File: src/fic_defines.vh
// constants for the flash in-application control block
// assumes an APB slave with 32-bit words, 8-bit registers in the low byte
`ifndef FIC_DEFINES_VH
`define FIC_DEFINES_VH
`define FIC_OFF_WORD1_LOW   12'h000
`define FIC_OFF_WORD1_HIGH  12'h004
`define FIC_OFF_WORD2_LOW   12'h008
`define FIC_OFF_WORD2_HIGH  12'h00C
`define FIC_OFF_WORD3_LOW   12'h010
`define FIC_OFF_WORD3_HIGH  12'h014
`define FIC_OFF_OP_CTRL     12'h018
`define FIC_OFF_RST_PAT     12'h01C
`define FIC_OFF_TIM_BUF     12'h020
`define FIC_OFF_ADDR_LOW    12'h024
`define FIC_OFF_ADDR_HIGH   12'h028
`define FIC_OFF_FIRST_LOW   12'h02C
`define FIC_OFF_FIRST_HIGH  12'h030
`define FIC_BIT_ENABLED     7
`define FIC_BIT_TRIGGER     3
`define FIC_BIT_WINIT       2
`define FIC_BIT_RDEN        1
`define FIC_BIT_RINIT       0
`define FIC_BIT_TSEL        1
`define FIC_BIT_BCLR        0
`define FIC_MODE_WRITE      3'h0
`define FIC_MODE_ERASE      3'h1
`define FIC_MODE_READ       3'h3
`define FIC_MODE_UNLOCK     3'h6
`define FIC_RESET_PATTERN   8'h55
`define FIC_KEY1_LOW        8'h00
`define FIC_KEY2_LOW        8'h0D
`define FIC_KEY3_LOW        8'hC3
`define FIC_KEY1_HIGH       8'h04
`define FIC_KEY2_HIGH       8'h09
`define FIC_KEY3_HIGH       8'h40
`define FIC_CLK_MHZ         250
// program times in microseconds
`define FIC_ERASE_US_FAST   3200
`define FIC_WRITE_US_FAST   2200
`define FIC_ERASE_US_SLOW   3700
`define FIC_WRITE_US_SLOW   3000
`define FIC_UNLOCK_CYCLES   2000
`define FIC_READ_CYCLES     4
`define FIC_CLEAR_CYCLES    32
`endif

File: src/fic_timer.v
// one-shot down counter: loads on start, pulses done on the last count
// assumes start is a one-cycle pulse and load is at least one
`timescale 1ns/1ps
`default_nettype none
module fic_timer (
  input  wire        pclk,
  input  wire        presetn,
  input  wire        start,
  input  wire        abort,
  input  wire [31:0] load,
  output wire        busy,
  output wire        done
);
  reg [31:0] count_reg;

  assign busy = (count_reg != 32'h0);
  assign done = (count_reg == 32'h1);

  always @(posedge pclk or negedge presetn) begin
    if (!presetn) begin
      count_reg <= 32'h0;
    end else if (abort) begin
      count_reg <= 32'h0;
    end else if (start) begin
      count_reg <= load;
    end else if (count_reg != 32'h0) begin
      count_reg <= count_reg - 32'h1;
    end
  end
endmodule
`default_nettype wire

File: src/fic_flash_ctrl.v
// flash in-application control registers: unlock, mode, triggers, timing
// assumes an APB master on pclk; flash array sits behind the flash_* ports
//
// Notes on behaviour
// - enabled status set by hardware only
// - mode 000 write, 001 erase, 011 read, 110 unlock
// - trigger starts timer, cleared on expiry
// - write initiate starts process, self-clears
// - reads allowed only with read enable
// - read initiate starts read, self-clears
// - cpu stalled during active operation
// - 55H to reset pattern resets chip
// - select zero: erase 3.2ms, write 2.2ms
// - select one: erase 3.7ms, write 3.0ms
// - buffer clear bit self-clears when done
// - upper six timing bits read zero
// - unlock needs exact six key bytes
// - first word high write loads, increments address
// - address stops at page end 11111b
// - buffer auto-cleared after write
//
// The implementer's own choices: the register offsets and the APB interface to the registers.
`timescale 1ns/1ps
`default_nettype none
`include "fic_defines.vh"
module fic_flash_ctrl #(
  parameter UNLOCK_CYCLES = `FIC_UNLOCK_CYCLES,
  parameter ERASE_FAST    = `FIC_ERASE_US_FAST * `FIC_CLK_MHZ,
  parameter WRITE_FAST    = `FIC_WRITE_US_FAST * `FIC_CLK_MHZ,
  parameter ERASE_SLOW    = `FIC_ERASE_US_SLOW * `FIC_CLK_MHZ,
  parameter WRITE_SLOW    = `FIC_WRITE_US_SLOW * `FIC_CLK_MHZ
) (
  input  wire        pclk,
  input  wire        presetn,
  input  wire        psel,
  input  wire        penable,
  input  wire        pwrite,
  input  wire [11:0] paddr,
  input  wire [31:0] pwdata,
  output reg  [31:0] prdata,
  output wire        pready,
  output wire        pslverr,
  output wire        cpu_stall,
  output reg         chip_reset_req,
  output reg         buf_load,
  output reg  [15:0] buf_data,
  output reg         buf_clear,
  output reg         flash_erase_go,
  output reg         flash_write_go,
  output reg         flash_read_go,
  output wire [13:0] flash_addr
);
  localparam ST_IDLE  = 2'h0;
  localparam ST_ERASE = 2'h1;
  localparam ST_WRITE = 2'h2;
  localparam ST_READ  = 2'h3;

  reg [7:0]  w1l_reg;
  reg [7:0]  w1h_reg;
  reg [7:0]  w2l_reg;
  reg [7:0]  w2h_reg;
  reg [7:0]  w3l_reg;
  reg [7:0]  w3h_reg;
  reg        enabled_reg;
  reg [2:0]  mode_reg;
  reg        trigger_reg;
  reg        winit_reg;
  reg        rden_reg;
  reg        rinit_reg;
  reg [7:0]  rst_pat_reg;
  reg        tsel_reg;
  reg        bclr_reg;
  reg [7:0]  addr_low_reg;
  reg [5:0]  addr_high_reg;
  reg [7:0]  first_low_reg;
  reg [7:0]  first_high_reg;
  reg [1:0]  state_reg;
  reg [31:0] op_load;
  reg        op_start;

  wire       wr_acc = psel & penable & pwrite;
  wire [7:0] wd     = pwdata[7:0];
  // unmapped or unaligned addresses answer with an error and change nothing
  wire       hit    = (paddr <= `FIC_OFF_FIRST_HIGH) && (paddr[1:0] == 2'h0);
  wire       unl_done, op_done, clr_done;
  wire       key_ok;
  wire       end_write;

  assign pready    = 1'b1;
  assign pslverr   = psel & penable & ~hit;
  assign flash_addr = {addr_high_reg, addr_low_reg};
  assign cpu_stall = (state_reg != ST_IDLE);
  assign end_write = op_done & (state_reg == ST_WRITE);

  assign key_ok = (w1l_reg == `FIC_KEY1_LOW) && (w1h_reg == `FIC_KEY1_HIGH) &&
                  (w2l_reg == `FIC_KEY2_LOW) && (w2h_reg == `FIC_KEY2_HIGH) &&
                  (w3l_reg == `FIC_KEY3_LOW) && (w3h_reg == `FIC_KEY3_HIGH);

  wire wr_w1l  = wr_acc && (paddr == `FIC_OFF_WORD1_LOW);
  wire wr_w1h  = wr_acc && (paddr == `FIC_OFF_WORD1_HIGH);
  wire wr_w2l  = wr_acc && (paddr == `FIC_OFF_WORD2_LOW);
  wire wr_w2h  = wr_acc && (paddr == `FIC_OFF_WORD2_HIGH);
  wire wr_w3l  = wr_acc && (paddr == `FIC_OFF_WORD3_LOW);
  wire wr_w3h  = wr_acc && (paddr == `FIC_OFF_WORD3_HIGH);
  wire wr_ctl  = wr_acc && (paddr == `FIC_OFF_OP_CTRL);
  wire wr_pat  = wr_acc && (paddr == `FIC_OFF_RST_PAT);
  wire wr_tim  = wr_acc && (paddr == `FIC_OFF_TIM_BUF);
  wire wr_adl  = wr_acc && (paddr == `FIC_OFF_ADDR_LOW);
  wire wr_adh  = wr_acc && (paddr == `FIC_OFF_ADDR_HIGH);
  wire wr_fl   = wr_acc && (paddr == `FIC_OFF_FIRST_LOW);
  wire wr_fh   = wr_acc && (paddr == `FIC_OFF_FIRST_HIGH);

  // mode decode from the stored field; reserved codes start nothing
  wire mode_write = (mode_reg == `FIC_MODE_WRITE);
  wire mode_erase = (mode_reg == `FIC_MODE_ERASE);
  wire mode_read  = (mode_reg == `FIC_MODE_READ);
  wire op_idle    = (state_reg == ST_IDLE);

  // starts decoded from the control and timing writes; each refused while its own timer runs
  wire go_trig = wr_ctl && wd[`FIC_BIT_TRIGGER] && !trigger_reg &&
                 (wd[6:4] == `FIC_MODE_UNLOCK);
  wire go_w    = wr_ctl && wd[`FIC_BIT_WINIT] && op_idle && enabled_reg &&
                 (mode_write || mode_erase);
  wire go_r    = wr_ctl && wd[`FIC_BIT_RINIT] && op_idle && rden_reg &&
                 mode_read;
  wire go_clr  = wr_tim && wd[`FIC_BIT_BCLR] && !bclr_reg;

  // erase, write and read share one timer; the mode and select pick the count
  always @* begin
    op_start = 1'b0;
    op_load  = 32'h0;
    if (go_w && (mode_reg == `FIC_MODE_ERASE)) begin
      op_start = 1'b1;
      op_load  = tsel_reg ? ERASE_SLOW : ERASE_FAST;
    end else if (go_w) begin
      op_start = 1'b1;
      op_load  = tsel_reg ? WRITE_SLOW : WRITE_FAST;
    end else if (go_r) begin
      op_start = 1'b1;
      op_load  = `FIC_READ_CYCLES;
    end
  end

  // unlock window timer, erase/write/read timer and buffer clear timer
  fic_timer u_unlock (
    .pclk    (pclk),
    .presetn (presetn),
    .start   (go_trig),
    .abort   (1'b0),
    .load    (UNLOCK_CYCLES),
    .busy    (),
    .done    (unl_done)
  );
  fic_timer u_op (
    .pclk    (pclk),
    .presetn (presetn),
    .start   (op_start),
    .abort   (1'b0),
    .load    (op_load),
    .busy    (),
    .done    (op_done)
  );
  fic_timer u_clr (
    .pclk    (pclk),
    .presetn (presetn),
    .start   (go_clr),
    .abort   (1'b0),
    .load    (`FIC_CLEAR_CYCLES),
    .busy    (),
    .done    (clr_done)
  );

  // plain storage; correct keys left from an earlier unlock enable at the next trigger
  always @(posedge pclk or negedge presetn) begin
    if (!presetn) begin
      w1l_reg       <= 8'h00;
      w1h_reg       <= 8'h00;
      w2l_reg       <= 8'h00;
      w2h_reg       <= 8'h00;
      w3l_reg       <= 8'h00;
      w3h_reg       <= 8'h00;
      rst_pat_reg   <= 8'h00;
      first_low_reg <= 8'h00;
    end else begin
      if (wr_w1l) w1l_reg <= wd;
      if (wr_w1h) w1h_reg <= wd;
      if (wr_w2l) w2l_reg <= wd;
      if (wr_w2h) w2h_reg <= wd;
      if (wr_w3l) w3l_reg <= wd;
      if (wr_w3h) w3h_reg <= wd;
      if (wr_pat) rst_pat_reg <= wd;
      if (wr_fl) first_low_reg <= wd;
    end
  end

  // control register: status, mode, self-clearing triggers and the process state
  always @(posedge pclk or negedge presetn) begin
    if (!presetn) begin
      enabled_reg <= 1'b0;
      mode_reg    <= 3'h0;
      trigger_reg <= 1'b0;
      winit_reg   <= 1'b0;
      rden_reg    <= 1'b0;
      rinit_reg   <= 1'b0;
      state_reg   <= ST_IDLE;
    end else begin
      // hardware set wins over a software clear in the same cycle
      if (trigger_reg && key_ok) begin
        enabled_reg <= 1'b1;
      end else if (wr_ctl && !wd[`FIC_BIT_ENABLED]) begin
        enabled_reg <= 1'b0;
      end
      if (wr_ctl) begin
        mode_reg <= wd[6:4];
        rden_reg <= wd[`FIC_BIT_RDEN];
      end
      // the window closes on expiry whatever the keys hold
      if (go_trig) begin
        trigger_reg <= 1'b1;
      end else if (unl_done) begin
        trigger_reg <= 1'b0;
      end
      // initiate bits read high until their process ends, so software can poll
      if (go_w) begin
        winit_reg <= 1'b1;
      end else if (op_done && (state_reg != ST_READ)) begin
        winit_reg <= 1'b0;
      end
      if (go_r) begin
        rinit_reg <= 1'b1;
      end else if (op_done && (state_reg == ST_READ)) begin
        rinit_reg <= 1'b0;
      end
      // further initiates are refused until the running process ends
      if (op_start) begin
        state_reg <= go_r ? ST_READ :
                     ((mode_reg == `FIC_MODE_ERASE) ? ST_ERASE : ST_WRITE);
      end else if (op_done) begin
        state_reg <= ST_IDLE;
      end
    end
  end

  // timing select and buffer clear trigger; the other six bits do not exist
  always @(posedge pclk or negedge presetn) begin
    if (!presetn) begin
      tsel_reg <= 1'b0;
      bclr_reg <= 1'b0;
    end else begin
      if (wr_tim) tsel_reg <= wd[`FIC_BIT_TSEL];
      if (go_clr) begin
        bclr_reg <= 1'b1;
      end else if (clr_done) begin
        bclr_reg <= 1'b0;
      end
    end
  end

  // address load; a first-word high write also tags and steps the address
  always @(posedge pclk or negedge presetn) begin
    if (!presetn) begin
      addr_low_reg   <= 8'h00;
      addr_high_reg  <= 6'h00;
      first_high_reg <= 8'h00;
      buf_load       <= 1'b0;
      buf_data       <= 16'h0000;
    end else begin
      buf_load <= 1'b0;
      if (wr_fh) begin
        first_high_reg <= wd;
        buf_load       <= 1'b1;
        buf_data       <= {wd, first_low_reg};
        if (addr_low_reg[4:0] != 5'h1F) begin
          addr_low_reg[4:0] <= addr_low_reg[4:0] + 5'h01;
        end
      end else if (wr_adl) begin
        addr_low_reg <= wd;
      end
      if (wr_adh) addr_high_reg <= wd[5:0];
    end
  end

  // strobes to the flash array and the chip reset last exactly one cycle
  always @(posedge pclk or negedge presetn) begin
    if (!presetn) begin
      chip_reset_req <= 1'b0;
      buf_clear      <= 1'b0;
      flash_erase_go <= 1'b0;
      flash_write_go <= 1'b0;
      flash_read_go  <= 1'b0;
    end else begin
      buf_clear      <= clr_done | end_write;
      flash_erase_go <= go_w && mode_erase;
      flash_write_go <= go_w && mode_write;
      flash_read_go  <= go_r;
      chip_reset_req <= wr_pat && (wd == `FIC_RESET_PATTERN);
    end
  end

  // read data registered at the setup cycle so the slave needs no wait state
  always @(posedge pclk or negedge presetn) begin
    if (!presetn) begin
      prdata <= 32'h0;
    end else if (psel && !penable && !pwrite) begin
      if (paddr == `FIC_OFF_WORD1_LOW) begin
        prdata <= {24'h0, w1l_reg};
      end else if (paddr == `FIC_OFF_WORD1_HIGH) begin
        prdata <= {24'h0, w1h_reg};
      end else if (paddr == `FIC_OFF_WORD2_LOW) begin
        prdata <= {24'h0, w2l_reg};
      end else if (paddr == `FIC_OFF_WORD2_HIGH) begin
        prdata <= {24'h0, w2h_reg};
      end else if (paddr == `FIC_OFF_WORD3_LOW) begin
        prdata <= {24'h0, w3l_reg};
      end else if (paddr == `FIC_OFF_WORD3_HIGH) begin
        prdata <= {24'h0, w3h_reg};
      end else if (paddr == `FIC_OFF_OP_CTRL) begin
        prdata <= {24'h0, enabled_reg, mode_reg, trigger_reg, winit_reg, rden_reg,
                   rinit_reg};
      end else if (paddr == `FIC_OFF_RST_PAT) begin
        prdata <= {24'h0, rst_pat_reg};
      end else if (paddr == `FIC_OFF_TIM_BUF) begin
        prdata <= {30'h0, tsel_reg, bclr_reg};
      end else if (paddr == `FIC_OFF_ADDR_LOW) begin
        prdata <= {24'h0, addr_low_reg};
      end else if (paddr == `FIC_OFF_ADDR_HIGH) begin
        prdata <= {26'h0, addr_high_reg};
      end else if (paddr == `FIC_OFF_FIRST_LOW) begin
        prdata <= {24'h0, first_low_reg};
      end else if (paddr == `FIC_OFF_FIRST_HIGH) begin
        prdata <= {24'h0, first_high_reg};
      end else begin
        prdata <= 32'h0;
      end
    end
  end
endmodule
`default_nettype wire

File: config.mk
export PLATFORM = sky130hd
export DESIGN_NAME = fic_flash_ctrl
export DESIGN_NICKNAME = d
export VERILOG_FILES = /design/src/fic_timer.v /design/src/fic_flash_ctrl.v
export VERILOG_INCLUDE_DIRS = /design/src
export SDC_FILE = /design/constraint.sdc
export NUM_CORES = 1
export LEC_CHECK = 0
export ABC_AREA = 1
export BUFFER_PORTS_ARGS = -buffer_cell sky130_fd_sc_hd__buf_2
export CAP_MARGIN = 10
export CORE_ASPECT_RATIO = 0.7
export CORE_MARGIN = 1
export CORE_UTILIZATION = 60
export CTS_CLUSTER_SIZE = 25
export DETAILED_ROUTE_END_ITERATION = 10
export GPL_ROUTABILITY_DRIVEN = 0
export PLACE_DENSITY = 0.92
export SKIP_LAST_GASP = 1
export SLEW_MARGIN = 5
export SYNTH_ARGS = -nofsm -noshare
export SYNTH_HDL_FRONTEND = slang
export SYNTH_SLANG_ARGS = --single-unit
File: constraint.sdc
create_clock -name pclk -period 2.2 [get_ports pclk]
set_input_delay 0.44 -clock pclk [delete_from_list [all_inputs] [get_ports pclk]]
set_output_delay 0.44 -clock pclk [all_outputs]
set_load 0.05 [all_outputs]
==> impl_summary.log <==
[metrics] status: complete, no violations
[metrics] dominant cells by area after synthesis: dfrtp_1 45%, nand2_1 12%, o21ai_0 6.4%
[metrics] starting density of the core: around 62%
[metrics] Final Instance Area: about 14,000 sq um
[metrics] post-synthesis share of cell area spent on full adders, half adders and majority gates: 0.8373%
[metrics] Antenna Nets Post-Route: 0
[metrics] data required time at the worst endpoint: between 2 and 3 ns
[metrics] clock buffer depth: 3
[metrics] placed cell areas: between 10,000 and 15,000 sq um
[metrics] Critical Path Most Common Cell: nand2_2
[metrics] Critical Path End: u_op.count_reg[27]
[metrics] CTS tree: done
[metrics] static leakage power: 0.006961 uW
[metrics] Critical Path Source: u_op.count_reg[0]
[metrics] multiplexer share of the synthesized area: 0.09419%
[metrics] Post-Synthesis Cell Area: 11,960 sq um
[metrics] xor/xnor share of the synthesized area: under 10%
[metrics] Total Wirelength: between 30 and 40 mm
[metrics] Max-slew headroom: between 60% and 70%
[metrics] area of the core region: approximately 19,000 sq um
[metrics] Global Route Usage Sum: between 30% and 40%
[metrics] CP Max Fanout: 4
[metrics] area fraction of the dominant cell type after synthesis: approximately 45%
[metrics] ys flop type: dfrtp_1
[metrics] endpoint class of the critical path: flip-flop
[metrics] post-synthesis cell type with the largest combined area: dfrtp_1
[metrics] drt initial violations: around 1,800
[metrics] #FFs+latches synth: about 220
[metrics] data arrival time of the critical path: between 2 and 3 ns
[metrics] wire per inst: approximately 17 microns
[metrics] Seq/Total Area, Yosys: around 45%
[metrics] CP top delay family: simple AND/OR/NAND/NOR gates
[metrics] Port Buffer Count: 70
[metrics] post-synthesis cell type count: 51
[metrics] wire length of the first global-routing pass: 54.25 mm
[metrics] share of cells above drive strength 1: ~17%
[metrics] fraction of the mapped netlist area in compound gates: 11.13%
[metrics] setup violators final: 0
[metrics] number of enable flip-flop cells after synthesis: 0
[metrics] Worst setup SP type: flip-flop
[metrics] Synth Warn #: 0
[metrics] overall power after layout: slightly below 8000 uW
[metrics] launch instance of the worst register-to-register path: u_op.count_reg[0]
[metrics] simple-gate portion of the synthesized area: between 30% and 40%
[metrics] final clock skew: 0.02331 ns
[metrics] max-cap violations: 0
[metrics] reg-to-reg slack, setup: 0.06 ns
[metrics] actual slew at the worst max-slew pin: approximately 0.5 ns
[metrics] cell depth of the worst setup path: 12
[metrics] Ports: between 100 and 150
[metrics] hold path start: pwdata[5]
[metrics] largest family of logic cells by synthesized area: simple AND/OR/NAND/NOR gates
[metrics] buffer and inverter count on the worst path: 2
[metrics] slowest stage cell on the critical path: dfrtp_1
[metrics] min cycle time layout: 2.140 ns
[metrics] placed wire-length estimate: between 20 and 25 mm
[metrics] final net count: around 1,800
[metrics] VDD IR max: approximately 0.64 mV
[metrics] Syn Area/Cell: roughly 7.6 sq um
[metrics] floorplan die height: roughly 120 microns
[metrics] commonest cells after routing, fill and taps aside: 362 x nand2_1, 215 x dfrtp_1, 192 x inv_1
[metrics] crit-path max cell delay: a little over 0.4 ns
[metrics] row count: 42
[metrics] pin count of the biggest net entering global routing: 61
[metrics] final critical-path share of the clock period: between 90% and 100%
[metrics] Setup Crit Path Kind: flip-flop to flip-flop
[metrics] CTS H-tree depth: 1
[metrics] Achievable Freq: between 0.4 and 0.5 GHz
[metrics] Async S/R FF share, synth: 100.0%
[metrics] synthesized instance count: about 1,600
[metrics] First-pass DRT Iterations: 8
[metrics] TritonCTS buffer count: 21
[metrics] worst hold path type: input port to flip-flop
[metrics] leftover overflow at the end of global routing: 0
[metrics] area overhead of the layout relative to synthesis: 16.95%
[metrics] total power density per cell area: between 500 and 600 nW/um^2
[metrics] cell-by-cell listing of the critical path: inv_1 > ha_4 > nand2_2 > nor2_4 > nand2_2 > nor3_4 > nand2_2 > nand3_1 > nor2_1 > or2_2 > nand2_1 > inv_1
[metrics] commonest non-fill, non-tap cell in the layout: nand2_1
[metrics] RSZ-0062 raised after global routing: yes
[metrics] vias in the first global route: 10,940
[metrics] cell depth of the worst flop-to-flop path: 12
[metrics] Post-Place Worst Slack: -0.1235 ns
[metrics] Skew-Pair Late Insertion Delay: between 0.5 and 0.6 ns
[metrics] Remaining DRCs: 0
[metrics] clk slew on worst S/H paths: 0.07 ns
[metrics] final-report hold violation count: 0
[metrics] number of max-slew violations in the final report: 0
[metrics] total number of vias: 11,700
[metrics] PnR worst setup slack: between 0.05 and 0.06 ns
[metrics] Via-to-Cell Ratio: ~5.8
[metrics] initial antenna violation count: 1
[metrics] Horiz. Die Dim: 170.7 microns
[metrics] number of clock sinks: roughly 220
[metrics] die area: between 20,000 and 25,000 sq um
[metrics] root buffer selected by CTS: clkbuf_16
[metrics] terminus of the critical flop-to-flop path: u_op.count_reg[27]
## cell families after synthesis
logic type | Yosys count
buffers and inverters | 262
and+or+nand+nor | 802
xor gates and xnor gates | 33
DFF | 216
AOI/OAI and AO/OA | 255
adders and majority gates | 8
other | 2
muxes | 1
## cells in the mapped netlist (4+ instances only)
master	instances
a21oi_1	74
inv_2	15
a211oi_1	5
o21ai_1	6
nor2_4	8
o22ai_1	4
inv_1	193
nand4_2	4
buf_4	25
nor2_1	197
nor4_1	23
dfrtp_1	216
ha_1	8
clkbuf_1	24
nand4_1	37
nand3_1	67
nand2_2	7
xnor2_1	16
nand2_1	367
nor3_2	7
nor3_1	41
xor2_1	17
o21ai_0	154
nor2_2	14
o21bai_1	4
## routing by layer
metal / GRT usage, % / part of all wire (%) / vias to the layer above
li1: - / - / 5369
met1: 46.13 / 40 / 5431
met2: 51.25 / 44 / 756
met3: 7.784 / 12 / 145
met4: 11.94 / 3.9 / 0
met5: 0 / 0 / -
## worst register-to-register path, cell delays in order (launching register included)
cell and delay [ns]:
dfrtp_1 0.41, inv_1 0.15, ha_4 0.18, nand2_2 0.09
nor2_4 0.13, nand2_2 0.10, nor3_4 0.24, nand2_2 0.12
nand3_1 0.14, nor2_1 0.08, or2_2 0.27, nand2_1 0.08
inv_1 0.04
## power breakdown
part	switching (uW)	total, uW	internal [uW]
sequential	2.66	3980	3970
clock	1600	3540	1940
combinational	310	383	73.2
total	1920	7900	5990
## metrics by stage
step	setup TNS [ns]	std cells	hold slack (ns)	utilization, %
2_1_floorplan	0	1602	0.1444	-
3_3_place_gp	-0.1163	1966	0.3841	68.32
3_5_place_dp	-1.892	1966	0.3907	68.32
4_1_cts	0	2005	0.1889	71.92
5_1_grt	-0.1316	2011	0.2176	72.88
6_report	0	2012	0.2011	72.90
## cell type report
| cell class | instances | area [sq um] |
|---|---|---|
| Fill cell | 1322 | 5199 |
| Timing Repair Buffer | 161 | 1096 |
| Clock buffer | 29 | 605.6 |
| Sequential cell | 216 | 5406 |
| Tap cell | 264 | 330.3 |
| Clock inverter | 9 | 60.06 |
| Inverter | 208 | 780.7 |
| Multi-Input combinational cell | 1124 | 5700 |
| Antenna cell | 1 | 2.502 |
## repair_timing
action	in CTS	in global routing
setup buffers	0	6
gates resized for setup	4	38
endpoints found under the hold margin	51	0
hold buffers	1	0
pin swaps	0	5
cloned	0	0
setup endpoints to repair	5	43
## how the worst min path moves through the flow
stage	end	slack [ns]	cells past startpoint
after floorplan	addr_high_reg[0]	0.14	0
after global placement	u_clr.count_reg[11]	0.38	1
after detailed placement	u_clr.count_reg[13]	0.39	1
after CTS	chip_reset_req	0.19	2
after global routing	chip_reset_req	0.22	2
final	mode_reg[1]	0.20	3
Note: power is estimated with default switching activity, not from simulation.
